### src/gpio_consts.vh
`ifndef GPIO_CONSTS_VH
`define GPIO_CONSTS_VH

// Register byte offsets
`define OFS_PIN_DIRECTION 8'h00
`define OFS_OUTPUT_LATCH 8'h04
`define OFS_ALT_FUNCTION_SELECT 8'h08
`define OFS_PIN_LEVEL 8'h0C
`define OFS_EXT_ADDR 8'h10
`define OFS_EXT_WDATA 8'h14
`define OFS_EXT_CTRL 8'h18
`define OFS_EXT_STATUS 8'h1C

// Reset values
`define RST_PIN_DIRECTION 16'h0000
`define RST_OUTPUT_LATCH 16'h0000
`define RST_ALT_FUNCTION_SELECT 16'h0000

// Bits that may act as general I/O (10, 11, 12 and 15 are bus strobes only)
`define GPIO_MASK 16'h63FF

// Strobe positions on the second port
`define BIT_ADDR_LATCH 10
`define BIT_WRITE_STROBE 11
`define BIT_HIGH_BYTE 12
`define BIT_READ_STROBE 15

// External access control fields
`define CTRL_GO 0
`define CTRL_WRITE 1
`define CTRL_BYTE 2
`define STATUS_BUSY 16

// External bus phase lengths in clock cycles
`define ADDR_PHASE_CYCLES 4'h2
`define HOLD_PHASE_CYCLES 4'h1
`define STROBE_PHASE_CYCLES 4'h4

// AXI responses
`define RESP_OKAY 2'b00
`define RESP_SLVERR 2'b10

`endif

### src/pin_sync.v
// Two-stage synchroniser for asynchronous pin inputs
module pin_sync #(
   parameter WIDTH = 16
) (
   input wire clk,
   input wire rst_n,
   input wire [WIDTH-1:0] async_in,
   output reg [WIDTH-1:0] sync_out
);

   reg [WIDTH-1:0] meta_reg;

   // First stage feeds only the second stage
   always @(posedge clk or negedge rst_n) begin
      if (!rst_n) begin
         meta_reg <= {WIDTH{1'b0}};
         sync_out <= {WIDTH{1'b0}};
      end else begin
         meta_reg <= async_in;
         sync_out <= meta_reg;
      end
   end

endmodule // pin_sync

### src/bus_gpio_port.v
`include "gpio_consts.vh"

// Notes on behaviour
// - 16-bit multiplexed address and data port
// - Address latch strobe marks address on bus
// - Active-low read and write strobes
// - High-byte select with address bit zero
// - Second port: 16 bits, 12 general I/O
// - Bits 10,11,12,15 carry bus strobes
// - Cleared direction bit makes high-impedance input
// - Set direction bit makes output, per pin
// - Write to input updates latch, no drive
// - Reading input pin returns pin level
// - Write to output latches and drives pin
// - Reading output pin returns latch contents
// - Alternate-select register hands pin to peripheral
// - Pins 0-7 carry their listed peripherals
// - Pins 8,9,13,14 carry sync/select outputs
// - Pins 10,11,12,15 carry bus strobes
module bus_gpio_port (
   input wire CLK,
   input wire NRST,
   input wire [7:0] S_AXI_AWADDR,
   input wire S_AXI_AWVALID,
   output reg S_AXI_AWREADY,
   input wire [31:0] S_AXI_WDATA,
   input wire [3:0] S_AXI_WSTRB,
   input wire S_AXI_WVALID,
   output reg S_AXI_WREADY,
   output reg [1:0] S_AXI_BRESP,
   output reg S_AXI_BVALID,
   input wire S_AXI_BREADY,
   input wire [7:0] S_AXI_ARADDR,
   input wire S_AXI_ARVALID,
   output reg S_AXI_ARREADY,
   output reg [31:0] S_AXI_RDATA,
   output reg [1:0] S_AXI_RRESP,
   output reg S_AXI_RVALID,
   input wire S_AXI_RREADY,
   input wire [15:0] AD_IN,
   output reg [15:0] AD_OUT,
   output reg [15:0] AD_OE,
   input wire [15:0] PB_IN,
   output reg [15:0] PB_OUT,
   output reg [15:0] PB_OE,
   input wire UART_TX_OUT,
   input wire E_STROBE_OUT,
   input wire UART_CLOCK_PIN,
   input wire TIMER_TWO_PIN,
   input wire TIMER_THREE_PIN,
   input wire SERIAL_DATA_OUT,
   input wire SERIAL_CLOCK_OUT,
   input wire HOLD_ACK_OUT,
   input wire [3:0] SYNC_OR_SELECT_OUT
);

   // External access engine states
   localparam ST_IDLE = 4'b0001;
   localparam ST_ADDR = 4'b0010;
   localparam ST_HOLD = 4'b0100;
   localparam ST_STRB = 4'b1000;

   reg rst_meta_reg;
   reg rst_n_reg;
   reg [15:0] pin_direction_reg;
   reg [15:0] output_latch_reg;
   reg [15:0] alt_function_select_reg;
   reg [15:0] ext_addr_reg;
   reg [15:0] ext_wdata_reg;
   reg [15:0] ext_rdata_reg;
   reg ext_write_reg;
   reg ext_byte_reg;
   reg [3:0] state_reg;
   reg [3:0] phase_cnt_reg;
   reg addr_latch_reg;
   reg write_strobe_n_reg;
   reg read_strobe_n_reg;
   reg high_byte_select_reg;
   reg aw_full_reg;
   reg w_full_reg;
   reg [7:0] aw_addr_reg;
   reg [31:0] w_data_reg;
   reg [3:0] w_strb_reg;
   reg [15:0] pb_out_next;
   reg [15:0] pb_oe_next;
   reg [31:0] rd_value;
   reg rd_hit;
   wire [15:0] pb_level;
   wire [15:0] ad_level;
   wire [15:0] alt_src;
   wire [15:0] dir_eff;
   wire do_write;
   wire start_go;

   // Merge a 32-bit write into a 16-bit register under byte strobes
   function [15:0] merge16;
      input [15:0] old;
      input [31:0] data;
      input [3:0] strb;
      begin
         merge16[7:0] = strb[0] ? data[7:0] : old[7:0];
         merge16[15:8] = strb[1] ? data[15:8] : old[15:8];
      end
   endfunction

   // Reset released through two flops; assertion stays asynchronous
   always @(posedge CLK or negedge NRST) begin
      if (!NRST) begin
         rst_meta_reg <= 1'b0;
         rst_n_reg <= 1'b0;
      end else begin
         rst_meta_reg <= 1'b1;
         rst_n_reg <= rst_meta_reg;
      end
   end

   // Pin levels come from outside the clock domain
   pin_sync #(.WIDTH(16)) u_pb_sync (
      .clk(CLK),
      .rst_n(rst_n_reg),
      .async_in(PB_IN),
      .sync_out(pb_level)
   );

   pin_sync #(.WIDTH(16)) u_ad_sync (
      .clk(CLK),
      .rst_n(rst_n_reg),
      .async_in(AD_IN),
      .sync_out(ad_level)
   );

   // Write channel: address and data taken in either order
   assign do_write = aw_full_reg && w_full_reg && !S_AXI_BVALID;
   assign start_go = do_write && (aw_addr_reg == `OFS_EXT_CTRL) && w_strb_reg[0] &&
      w_data_reg[`CTRL_GO] && state_reg[0];

   always @(posedge CLK or negedge rst_n_reg) begin
      if (!rst_n_reg) begin
         S_AXI_AWREADY <= 1'b0;
         S_AXI_WREADY <= 1'b0;
         S_AXI_BVALID <= 1'b0;
         S_AXI_BRESP <= `RESP_OKAY;
         aw_full_reg <= 1'b0;
         w_full_reg <= 1'b0;
         aw_addr_reg <= 8'h00;
         w_data_reg <= 32'h0000_0000;
         w_strb_reg <= 4'h0;
      end else begin
         S_AXI_AWREADY <= !aw_full_reg && !(S_AXI_AWVALID && S_AXI_AWREADY);
         S_AXI_WREADY <= !w_full_reg && !(S_AXI_WVALID && S_AXI_WREADY);
         if (S_AXI_AWVALID && S_AXI_AWREADY) begin
            aw_full_reg <= 1'b1;
            aw_addr_reg <= {S_AXI_AWADDR[7:2], 2'b00};
         end
         if (S_AXI_WVALID && S_AXI_WREADY) begin
            w_full_reg <= 1'b1;
            w_data_reg <= S_AXI_WDATA;
            w_strb_reg <= S_AXI_WSTRB;
         end
         if (do_write) begin
            aw_full_reg <= 1'b0;
            w_full_reg <= 1'b0;
            S_AXI_BVALID <= 1'b1;
            case (aw_addr_reg)
               `OFS_PIN_DIRECTION, `OFS_OUTPUT_LATCH, `OFS_ALT_FUNCTION_SELECT,
               `OFS_PIN_LEVEL, `OFS_EXT_ADDR, `OFS_EXT_WDATA, `OFS_EXT_CTRL,
               `OFS_EXT_STATUS: begin
                  S_AXI_BRESP <= `RESP_OKAY;
               end
               default: begin
                  S_AXI_BRESP <= `RESP_SLVERR;
               end
            endcase
         end else if (S_AXI_BVALID && S_AXI_BREADY) begin
            S_AXI_BVALID <= 1'b0;
         end
      end
   end

   // Software registers; direction bits of strobe-only pins stay clear
   always @(posedge CLK or negedge rst_n_reg) begin
      if (!rst_n_reg) begin
         pin_direction_reg <= `RST_PIN_DIRECTION;
         output_latch_reg <= `RST_OUTPUT_LATCH;
         alt_function_select_reg <= `RST_ALT_FUNCTION_SELECT;
         ext_addr_reg <= 16'h0000;
         ext_wdata_reg <= 16'h0000;
      end else if (do_write) begin
         case (aw_addr_reg)
            `OFS_PIN_DIRECTION: begin
               pin_direction_reg <= merge16(pin_direction_reg, w_data_reg,
                  w_strb_reg) & `GPIO_MASK;
            end
            `OFS_OUTPUT_LATCH: begin
               // Latch takes every write whatever the direction or function
               output_latch_reg <= merge16(output_latch_reg, w_data_reg,
                  w_strb_reg);
            end
            `OFS_ALT_FUNCTION_SELECT: begin
               alt_function_select_reg <= merge16(alt_function_select_reg,
                  w_data_reg, w_strb_reg);
            end
            `OFS_EXT_ADDR: begin
               ext_addr_reg <= merge16(ext_addr_reg, w_data_reg, w_strb_reg);
            end
            `OFS_EXT_WDATA: begin
               ext_wdata_reg <= merge16(ext_wdata_reg, w_data_reg, w_strb_reg);
            end
            default: begin
            end
         endcase
      end
   end

   // Read decode; input pins show the pad, output pins the latch
   assign dir_eff = pin_direction_reg & `GPIO_MASK;

   always @* begin
      rd_hit = 1'b1;
      rd_value = 32'h0000_0000;
      // Decode at full address width; the byte lane bits are ignored
      case (S_AXI_ARADDR & 8'hFC)
         `OFS_PIN_DIRECTION: rd_value[15:0] = pin_direction_reg;
         `OFS_OUTPUT_LATCH: begin
            rd_value[15:0] = (dir_eff & output_latch_reg) |
               (~dir_eff & pb_level);
         end
         `OFS_ALT_FUNCTION_SELECT: rd_value[15:0] = alt_function_select_reg;
         `OFS_PIN_LEVEL: rd_value[15:0] = pb_level;
         `OFS_EXT_ADDR: rd_value[15:0] = ext_addr_reg;
         `OFS_EXT_WDATA: rd_value[15:0] = ext_wdata_reg;
         `OFS_EXT_CTRL: rd_value[2:0] = {ext_byte_reg, ext_write_reg, 1'b0};
         `OFS_EXT_STATUS: begin
            rd_value[15:0] = ext_rdata_reg;
            rd_value[`STATUS_BUSY] = !state_reg[0];
         end
         default: rd_hit = 1'b0;
      endcase
   end

   // Read channel: one read under way; answer one cycle after acceptance
   always @(posedge CLK or negedge rst_n_reg) begin
      if (!rst_n_reg) begin
         S_AXI_ARREADY <= 1'b0;
         S_AXI_RVALID <= 1'b0;
         S_AXI_RDATA <= 32'h0000_0000;
         S_AXI_RRESP <= `RESP_OKAY;
      end else begin
         S_AXI_ARREADY <= !S_AXI_RVALID && !(S_AXI_ARVALID && S_AXI_ARREADY);
         if (S_AXI_ARVALID && S_AXI_ARREADY) begin
            S_AXI_RVALID <= 1'b1;
            S_AXI_RDATA <= rd_value;
            S_AXI_RRESP <= rd_hit ? `RESP_OKAY : `RESP_SLVERR;
         end else if (S_AXI_RVALID && S_AXI_RREADY) begin
            S_AXI_RVALID <= 1'b0;
         end
      end
   end

   // External access engine: address phase, hold, then strobe phase
   always @(posedge CLK or negedge rst_n_reg) begin
      if (!rst_n_reg) begin
         state_reg <= ST_IDLE;
         phase_cnt_reg <= 4'h0;
         ext_write_reg <= 1'b0;
         ext_byte_reg <= 1'b0;
         ext_rdata_reg <= 16'h0000;
         addr_latch_reg <= 1'b0;
         write_strobe_n_reg <= 1'b1;
         read_strobe_n_reg <= 1'b1;
         high_byte_select_reg <= 1'b0;
      end else begin
         case (state_reg)
            ST_IDLE: begin
               if (start_go) begin
                  ext_write_reg <= w_data_reg[`CTRL_WRITE];
                  ext_byte_reg <= w_data_reg[`CTRL_BYTE];
                  // Odd byte or whole word needs the upper lane
                  high_byte_select_reg <= !w_data_reg[`CTRL_BYTE] ||
                     ext_addr_reg[0];
                  addr_latch_reg <= 1'b1;
                  phase_cnt_reg <= `ADDR_PHASE_CYCLES - 4'h1;
                  state_reg <= ST_ADDR;
               end
            end
            ST_ADDR: begin
               if (phase_cnt_reg == 4'h0) begin
                  // Address stays on the bus past the falling latch edge
                  addr_latch_reg <= 1'b0;
                  phase_cnt_reg <= `HOLD_PHASE_CYCLES - 4'h1;
                  state_reg <= ST_HOLD;
               end else begin
                  phase_cnt_reg <= phase_cnt_reg - 4'h1;
               end
            end
            ST_HOLD: begin
               if (phase_cnt_reg == 4'h0) begin
                  write_strobe_n_reg <= !ext_write_reg;
                  read_strobe_n_reg <= ext_write_reg;
                  phase_cnt_reg <= `STROBE_PHASE_CYCLES - 4'h1;
                  state_reg <= ST_STRB;
               end else begin
                  phase_cnt_reg <= phase_cnt_reg - 4'h1;
               end
            end
            ST_STRB: begin
               if (phase_cnt_reg == 4'h0) begin
                  if (!ext_write_reg) begin
                     ext_rdata_reg <= ad_level;
                  end
                  write_strobe_n_reg <= 1'b1;
                  read_strobe_n_reg <= 1'b1;
                  high_byte_select_reg <= 1'b0;
                  state_reg <= ST_IDLE;
               end else begin
                  phase_cnt_reg <= phase_cnt_reg - 4'h1;
               end
            end
            default: begin
               state_reg <= ST_IDLE;
            end
         endcase
      end
   end

   // Multiplexed bus pins: address first, then write data or released
   always @(posedge CLK or negedge rst_n_reg) begin
      if (!rst_n_reg) begin
         AD_OUT <= 16'h0000;
         AD_OE <= 16'h0000;
      end else begin
         if (state_reg[1] || state_reg[2]) begin
            AD_OUT <= ext_addr_reg;
            AD_OE <= 16'hFFFF;
         end else if (state_reg[3] && ext_write_reg) begin
            AD_OUT <= ext_wdata_reg;
            AD_OE <= 16'hFFFF;
         end else begin
            AD_OUT <= 16'h0000;
            AD_OE <= 16'h0000;
         end
      end
   end

   // Peripheral sources for each pin when its alternate function is on
   assign alt_src[7:0] = {HOLD_ACK_OUT, SERIAL_CLOCK_OUT, SERIAL_DATA_OUT,
      TIMER_THREE_PIN, TIMER_TWO_PIN, UART_CLOCK_PIN, E_STROBE_OUT,
      UART_TX_OUT};
   assign alt_src[9:8] = SYNC_OR_SELECT_OUT[1:0];
   assign alt_src[14:13] = SYNC_OR_SELECT_OUT[3:2];
   assign alt_src[`BIT_ADDR_LATCH] = addr_latch_reg;
   assign alt_src[`BIT_WRITE_STROBE] = write_strobe_n_reg;
   assign alt_src[`BIT_HIGH_BYTE] = high_byte_select_reg;
   assign alt_src[`BIT_READ_STROBE] = read_strobe_n_reg;

   // Per-pin driver select; alternate function overrides the latch
   genvar gi;
   generate
      for (gi = 0; gi < 16; gi = gi + 1) begin : g_pin
         always @* begin
            if (alt_function_select_reg[gi]) begin
               pb_out_next[gi] = alt_src[gi];
               pb_oe_next[gi] = 1'b1;
            end else begin
               pb_out_next[gi] = output_latch_reg[gi];
               pb_oe_next[gi] = dir_eff[gi];
            end
         end
      end
   endgenerate

   // Pin drivers registered so the pads see clean edges
   always @(posedge CLK or negedge rst_n_reg) begin
      if (!rst_n_reg) begin
         PB_OUT <= 16'h0000;
         PB_OE <= 16'h0000;
      end else begin
         PB_OUT <= pb_out_next;
         PB_OE <= pb_oe_next;
      end
   end

endmodule // bus_gpio_port

### config.mk
export PLATFORM = sky130hd
export DESIGN_NAME = bus_gpio_port
export DESIGN_NICKNAME = d
export VERILOG_FILES = /design/src/pin_sync.v /design/src/bus_gpio_port.v
export VERILOG_INCLUDE_DIRS = /design/src /design/src/src
export SDC_FILE = /design/constraint.sdc
export NUM_CORES = 1
export LEC_CHECK = 0
export BUFFER_PORTS_ARGS = -buffer_cell sky130_fd_sc_hd__buf_2
export CAP_MARGIN = 20
export CORE_MARGIN = 1
export CORE_UTILIZATION = 50
export DETAILED_ROUTE_END_ITERATION = 12
export PLACE_DENSITY = 0.76
export SETUP_SLACK_MARGIN = 0.5
export SLEW_MARGIN = 20
export SYNTH_ARGS = -nofsm -noshare
export SYNTH_HDL_FRONTEND = slang
export SYNTH_SLANG_ARGS = --single-unit
### constraint.sdc
create_clock -name CLK -period 7.35 [get_ports CLK]
set_input_delay 0.735 -clock CLK [delete_from_list [all_inputs] [get_ports CLK]]
set_output_delay 0.735 -clock CLK [all_outputs]
set_load 0.005 [all_outputs]
==> flow_summary.yaml, run 1 <==
critical_path:
  critPathKind: "reg2reg"
  ff2ff_path_depth: 6
  cp.required_ps: 7770
  critPathMaxFanout: 16
  r2r-end: "ext_rdata_reg[9]"
  start_kind: "register"
  r2r_slack_ps: 4850
  arrival_ps: 2920
  critPathMaxStageDelay_ps: 500
  worstSetupEndpointType: "register"
  slowest_stage: "or3b_1"
  path_buf_inv: 1
  reg2reg_from: "phase_cnt_reg[0]"
  cp_cell_sequence: "inv_1 > ha_1 > or3b_1 > or3_4 > nor2_8 > mux2_2"
  cpLargestDelayFamily: "simple AND/OR/NAND/NOR gates"
route:
  drtIter0Drc: 466
  dr.pass1.iters: 8
  drc: 0
  wirelength_mm: 22.8
  vias_per_cell: 5.47
  post_drt_wl_per_cell_um: 19.1
  vias: 6501
  antenna_left: 0
cts:
  ctsResizeCount: 0
  cts_tree: "done"
  numCtsBuffers: 28
  cts_root_buffer: "clkbuf_16"
  clk_latency_ps: 530
  clock-sinks: 271
  clk_pin_slew_ps: 60
  cts_max_path_buffers: 3
  htree_num_levels: 1
yosys:
  ys_seq_area_share_pct: 63.9
  synth_top_cell_by_area: "dfrtp_1"
  synthTopCellsByArea: "dfrtp_1, mux2_2, buf_4"
  synth-warning-count: 0
  syn_area_mm2: 0.0106
  ys_top_cells_by_count: "dfrtp_1, mux2_2, buf_4"
  ys_async_sr_fraction_pct: 100
  yosysMostFrequentCell: "dfrtp_1"
  synth_edf_count: 0
  synthFlopType: "dfrtp_1"
  syn_inst: 745
  syn-mean-instance-area_um2: 14.3
  synth_top_area_share_pct: 63.1
  ys_ff_latch: 271
  synth.distinct_cells: 54
timing:
  setup_ws_ps: 4850
  slew_viol_final: 0
  min_period_ps: 2500
  tns_ps: 0
  max_freq_mhz: 400
  relSlewSlack_pct: 28.1
  fin_crit_sh_pct: 34.0
  rsz0062_at_grt: "no"
  finalSetupViolations: 0
  worst_pin_slew_ps: 1080
  hold_violations: 0
  skew_ps: 9.59
placement:
  dpl.cell_count: 1138
  hpwl_mm: 14.6
  globalplace.congestion: 0.836
  numPortBuffers: 168
  dp_slack_ps: 4400
layout:
  multi_input_area_mm2: 0.00351
  final_util_pct: 60.9
  regArea_mm2: 0.00679
  finalNetCount: 1003
  antenna_cells: 0
  fillers: 1586
  largest_reg_flops: 17
  regMostFlops: "S_AXI_RDATA"
  drive_gt1_share_pct: 42.7
  area_growth_pct: 17.8
  instances_no_fill: 1189
job:
  max_cap_violations: 0
floorplanning:
  num_rows: 52
  die_x_um: 148
  die_area_mm2: 0.0218
  initial_core_util_pct: 51.7
  io_pins: 208
  core_mm2: 0.0206
  die_y_um: 148
global_route:
  grt_pass1_wl_mm: 35.9
  grt_max_degree: 154
  grt_pass1_vias: 6653
  gr-usage-all-layers_pct: 21.3
  antenna_found_initial: 1
  overflow: 0
min_path:
  hold_class: "reg2async"
status:
  status: "finished, final reports clean"
power_and_ir_drop:
  p_per_area_mw_per_mm2: 332
  leakagePower_uw: 0.00629
  ir_drop_mv: 0.238
[timing repair]
item / CTS / global route
buffers inserted: 0 / 0
hold buffers: 1 / 0
hold endpoints to repair: 2 / 0
[layout by cell type (no fill, tap or decap), types with 8 or more instances in the layout]
cell type	instances
a211oi_1	23
a21oi_1	15
a222oi_1	10
a22o_1	21
buf_2	168
clkbuf_16	29
conb_1	18
dfrtp_1	267
mux2_2	148
mux2i_1	13
nand2_1	30
nor2_1	19
nor2b_1	8
nor4bb_1	11
o21ai_0	20
or2_2	13
[cells by family (layout without fill, tap and decap cells)]
| family | after synthesis | after routing | synth area share (%) |
|---|---|---|---|
| adders and majority gates | 1 | 1 | 0.118 |
| muxes | 163 | 163 | 17.2 |
| DFF | 271 | 271 | 63.9 |
| buffers and inverters | 70 | 228 | 3.73 |
| other | 2 | 18 | 0.0707 |
| xor gates and xnor gates | 1 | 1 | 0.0825 |
| AOI/OAI and AO/OA | 107 | 107 | 7.30 |
| and+or+nand+nor | 130 | 130 | 7.56 |
[per-stage QoR]
stage	cell area, µm²	hold WS (ps)	power, µW
after global placement	11500	294	2680
final	12500	280	4160
after detailed placement	11500	295	2720
after CTS	12500	286	4190
after global routing	12500	285	4360
after floorplan	10700	331	2470
[final cells by class]
type	count	area share (%)
timing repair buffer	172	7.11
sequential	271	54.2
inverter	6	0.180
multi-input combinational	420	28.1
tap	270	2.70
clock buffer	40	6.69
clock inverter	10	1.02
[layer usage]
layer	global-route usage (%)	vias to the layer above	part of all wire, %
met5	0	-	0.057
met4	6.29	2	2.4
met3	4.10	45	6.5
met2	34.9	224	48
met1	29.1	3282	43
li1	-	2948	-
[how the worst max path moves through the flow]
stage | from | to | depth (start not counted) | slack (ps)
after floorplan | rst_n_reg | AD_OE[14] | 0 | 2910
after global placement | S_AXI_ARADDR[2] | S_AXI_RDATA[14] | 6 | 4480
after detailed placement | S_AXI_ARADDR[2] | S_AXI_RDATA[3] | 6 | 4400
after CTS | phase_cnt_reg[0] | ext_rdata_reg[15] | 6 | 4840
after global routing | phase_cnt_reg[0] | ext_rdata_reg[6] | 6 | 4730
final | phase_cnt_reg[0] | ext_rdata_reg[9] | 6 | 4850
[worst register-to-register path: cells and delay by family (launching register included)]
kind | cells | cell delay [ps]
AND/OR/NAND/NOR | 3 | 1280
flip-flops | 1 | 420
multiplexers | 1 | 400
adder cells (fa/ha/maj) | 1 | 190
buffers and inverters | 1 | 100
[power breakdown]
group | switching [µW] | internal, µW | total [µW]
Combinational | 249 | 375 | 624
Sequential | 280 | 1800 | 2080
Clock | 565 | 891 | 1460
(Power assumes the default switching activity.)
==> inputs of run 2 (changes only) <==
clock period = 2 ns   (was 7.35 ns; I/O delays follow)
==> flow_summary.yaml, run 2 (synthesis results as in run 1) <==
critical_path:
  arrival_ps: 2480
  critPathMaxStageDelay_ps: 380
  r2r_slack_ps: -70
  worstSetupEndpointType: "register"
  critPathMaxFanout: 11
  slowest_stage: "dfrtp_1"
  cp_cell_sequence: "inv_2 > ha_4 > or3b_4 > or3_4 > nor2_8 > buf_12 > mux2_4"
  start_kind: "register"
  cp.required_ps: 2410
  cpLargestDelayFamily: "simple AND/OR/NAND/NOR gates"
  path_buf_inv: 2
  critPathKind: "reg2reg"
route:
  antenna_left: 0
  vias: 7123
  dr.pass1.iters: 7
  wirelength_mm: 25.2
  post_drt_wl_per_cell_um: 19.0
  vias_per_cell: 5.37
  drc: 0
  drtIter0Drc: 373
timing:
  slew_viol_final: 0
  relSlewSlack_pct: 65.2
  skew_ps: 14.2
  finalSetupViolations: 16
  max_freq_mhz: 482
  rsz0062_at_grt: "yes"
  fin_crit_sh_pct: 104
  tns_ps: -781
  setup_ws_ps: -73.9
  worst_pin_slew_ps: 522
  hold_violations: 0
  min_period_ps: 2070
power_and_ir_drop:
  switching_power_uw: 4230
  intPower_uw: 11300
  seqPwrFrac_pct: 49.8
  switching_share_pct: 27.2
  combPwrFrac_pct: 19.5
  leakagePower_uw: 0.00716
  p_total_uw: 15500
  power_frac_clock_pct: 30.7
  ir_drop_mv: 0.820
  p_per_area_mw_per_mm2: 1090
cts:
  clock-sinks: 271
  clk_latency_ps: 530
  clk_pin_slew_ps: 60
  htree_num_levels: 1
  cts_root_buffer: "clkbuf_16"
  numCtsBuffers: 27
  cts_tree: "done"
  cts_max_path_buffers: 3
placement:
  hpwl_mm: 16.4
  numPortBuffers: 168
  globalplace.congestion: 0.826
floorplanning:
  die_y_um: 148
  initial_core_util_pct: 51.7
  die_area_mm2: 0.0218
  num_rows: 52
  die_x_um: 148
  core_mm2: 0.0206
  io_pins: 208
status:
  violations: "negative setup slack"
  status: "finished with violations"
layout:
  drive_gt1_share_pct: 45.5
  finalNetCount: 1143
  multi_input_area_mm2: 0.00403
  layout.cells.most_common: "dfrtp_1"
  antenna_cells: 0
  area_growth_pct: 34.9
  largest_reg_flops: 17
  regArea_mm2: 0.00679
  fillers: 1409
  final_cell_mix: "dfrtp_1, buf_2, mux2_4"
  regMostFlops: "S_AXI_RDATA"
global_route:
  antenna_found_initial: 0
  overflow: 0
  grt_pass1_vias: 7323
  grt_max_degree: 57
  gr-usage-all-layers_pct: 23.8
  grt_pass1_wl_mm: 40.4
job:
  max_cap_violations: 0
min_path:
  hold_class: "in2reg"
run 2: cell types whose count changed in the layout (fill, tap and decap cells not counted), sizes merged:
cell / change
clkinv: -3
clkbuf: +2
buf: +67
dlygate4sd3: +74
clkinvlp: -1
inv: +1
bufinv: -3
run 2: what timing repair did:
item,in CTS,in global routing
gates resized for setup,74,16
pin swaps,13,14
setup endpoints to repair,106,136
buffers inserted,15,5
hold endpoints to repair,78,0
hold buffers,75,0
run 2: area by class of cell:
cell class,instances,area share [%]
sequential,271,47.4
inverter,6,0.157
clock buffer,42,5.67
multi-input combinational,420,28.1
clock inverter,4,0.183
tap,270,2.36
timing repair buffer,313,16.1
run 2: worst paths after layout:
check / from / endpoint / cells after the start
min: S_AXI_ARADDR[6] / S_AXI_RDATA[1] / 3
max in group asynchronous: rst_n_reg / S_AXI_AWREADY / 1
min reg2reg: rst_n_reg / u_pb_sync.meta_reg[7] / 0
min in group asynchronous: rst_n_reg / u_pb_sync.meta_reg[7] / 0
max: phase_cnt_reg[0] / ext_rdata_reg[7] / 7
max reg2reg: phase_cnt_reg[0] / ext_rdata_reg[7] / 7
run 2: through the flow:
stage	area [µm²]	cells	worst slack, ps	hold slack [ps]	utilization [%]
final	14300	1326	-73.9	158	69.7
after detailed placement	12200	1185	-102	-11.2	59.5
after floorplan	10900	761	-710	-95.6	-
after CTS	14200	1321	-71.7	164	69.2
after global routing	14300	1326	-120	172	69.7
after global placement	12200	1185	-78.8	-13.4	59.5
run 2: worst register-to-register path: stages, from the launching register on:
cell     delay (ps)
dfrtp_1         380
inv_2            80
ha_4            130
or3b_4          370
or3_4           370
nor2_8          130
buf_12          170
mux2_4          320
run 2: power by group through the flow:
stage	logic [µW]	clock network (µW)	registers, µW
floorplan	1860	0	7430
global placement	2530	0	7690
detailed placement	2610	0	7750
CTS	3010	4860	7720
global route	3290	5090	7880
finish	3030	4780	7740
run 2: layer usage:
metal | part of all wire, % | vias up | track usage, %
li1 | - | 3220 | -
met1 | 44 | 3600 | 33.7
met2 | 48 | 259 | 38.4
met3 | 5.5 | 44 | 3.33
met4 | 2.7 | 0 | 7.11
met5 | 0 | - | 0
==> inputs of run 3 (changes only) <==
CTS_BUF_LIST = sky130_fd_sc_hd__clkbuf_4 sky130_fd_sc_hd__clkbuf_8 sky130_fd_sc_hd__clkbuf_16   (was default)
==> flow_summary.yaml, run 3 (synthesis results as in run 1) <==
status:
  status: "finished with violations"
  violations: "negative setup slack"
timing:
  max_freq_mhz: 483
  setup_ws_ps: -68.5
  min_period_ps: 2070
  slew_viol_final: 0
  finalSetupViolations: 16
  rsz0062_at_grt: "yes"
  hold_violations: 0
  fin_crit_sh_pct: 103
  relSlewSlack_pct: 66.1
  skew_ps: 12.7
  worst_pin_slew_ps: 509
placement:
  numPortBuffers: 168
  dpl.cell_count: 1185
  globalplace.congestion: 0.826
  hpwl_mm: 16.4
floorplanning:
  num_rows: 52
  die_x_um: 148
  core_mm2: 0.0206
  die_y_um: 148
  initial_core_util_pct: 51.7
  io_pins: 208
  die_area_mm2: 0.0218
layout:
  antenna_cells: 0
  instances_no_fill: 1326
  layout.cells.most_common: "dfrtp_1"
  regMostFlops: "S_AXI_RDATA"
  drive_gt1_share_pct: 46.3
  final_cell_mix: "dfrtp_1, buf_2, mux2_4"
  largest_reg_flops: 17
  finalNetCount: 1143
  area_growth_pct: 35.3
critical_path:
  critPathMaxFanout: 11
  ff2ff_path_depth: 7
  arrival_ps: 2480
  worstSetupEndpointType: "register"
  start_kind: "register"
  cp.required_ps: 2410
  critPathKind: "reg2reg"
cts:
  cts_tree: "done"
  clock-sinks: 271
  clk_pin_slew_ps: 60
  cts_root_buffer: "clkbuf_16"
  cts_max_path_buffers: 3
  numCtsBuffers: 27
  clk_latency_ps: 530
  htree_num_levels: 1
route:
  antenna_left: 0
  wirelength_mm: 25.2
  dr.pass1.iters: 6
  drtIter0Drc: 323
  vias: 7085
  post_drt_wl_per_cell_um: 19.0
  vias_per_cell: 5.34
  drc: 0
min_path:
  hold_class: "in2reg"
  worstHoldPathCells: 3
power_and_ir_drop:
  ir_drop_mv: 0.822
  p_per_area_mw_per_mm2: 1090
  p_total_uw: 15600
  leakagePower_uw: 0.00718
global_route:
  overflow: 0
  grt_pass1_vias: 7338
  grt_pass1_wl_mm: 40.6
  antenna_found_initial: 0
  gr-usage-all-layers_pct: 23.8
  grt_max_degree: 57
job:
  max_cap_violations: 0
## run 3: cell type report
type | count | area [µm²]
flip-flops and latches | 271 | 6790
fillers | 1402 | 6190
multi-input cells | 420 | 4040
repair buffers | 313 | 2310
clock buffers | 42 | 838
well taps | 270 | 338
clock inverters | 4 | 26.3
inverters | 6 | 22.5
## run 3: routing by layer
layer / up-vias / GRT usage, % / routed length, µm / share of wire, %
li1: 3225 / - / - / -
met1: 3573 / 33.7 / 11300 / 45
met2: 238 / 38.3 / 11900 / 47
met3: 49 / 3.36 / 1290 / 5.1
met4: 0 / 7.73 / 777 / 3.1
met5: - / 0 / 0 / 0
## run 3: report_power, final
group / total (µW) / internal (µW) / switching, µW
Sequential: 7740 / 6610 / 1130
Clock: 4860 / 2860 / 2000
Combinational: 3040 / 1940 / 1100
## run 3: what timing repair did
item                       CTS  global route
hold endpoints to repair    78             0
gates cloned                 0             0
setup buffers               15             5
gates resized for setup     74            18
setup endpoints to repair  106           136
hold buffers                75             0
pin swaps                   13            14
## run 3: final timing paths
check	start	to	slack (ps)
hold / removal	S_AXI_ARADDR[6]	S_AXI_RDATA[1]	160
setup / recovery	phase_cnt_reg[0]	ext_rdata_reg[4]	-70
max in group asynchronous	rst_n_reg	S_AXI_AWREADY	1020
min in group asynchronous	rst_n_reg	u_pb_sync.meta_reg[7]	300
hold reg to reg	rst_n_reg	u_pb_sync.meta_reg[7]	300
setup reg to reg	phase_cnt_reg[0]	ext_rdata_reg[4]	-70
## run 3: per-stage QoR
stage | worst slack, ps | utilization [%] | TNS [ps] | hold slack [ps] | cell area (µm²)
floorplan | -710 | - | -193230 | -95.6 | 10900
global placement | -78.8 | 59.5 | -1170 | -13.4 | 12200
detailed placement | -102 | 59.5 | -1410 | -11.2 | 12200
CTS | -71.9 | 69.3 | -797 | 164 | 14300
global route | -119 | 69.9 | -1590 | 175 | 14400
finish | -68.5 | 69.9 | -780 | 159 | 14400
## run 3: critical path, stage by stage, from the launching register on
cell	delay, ps
dfrtp_1	380
inv_2	80
ha_4	130
or3b_4	370
or3_4	370
nor2_8	130
buf_12	160
mux2_4	310
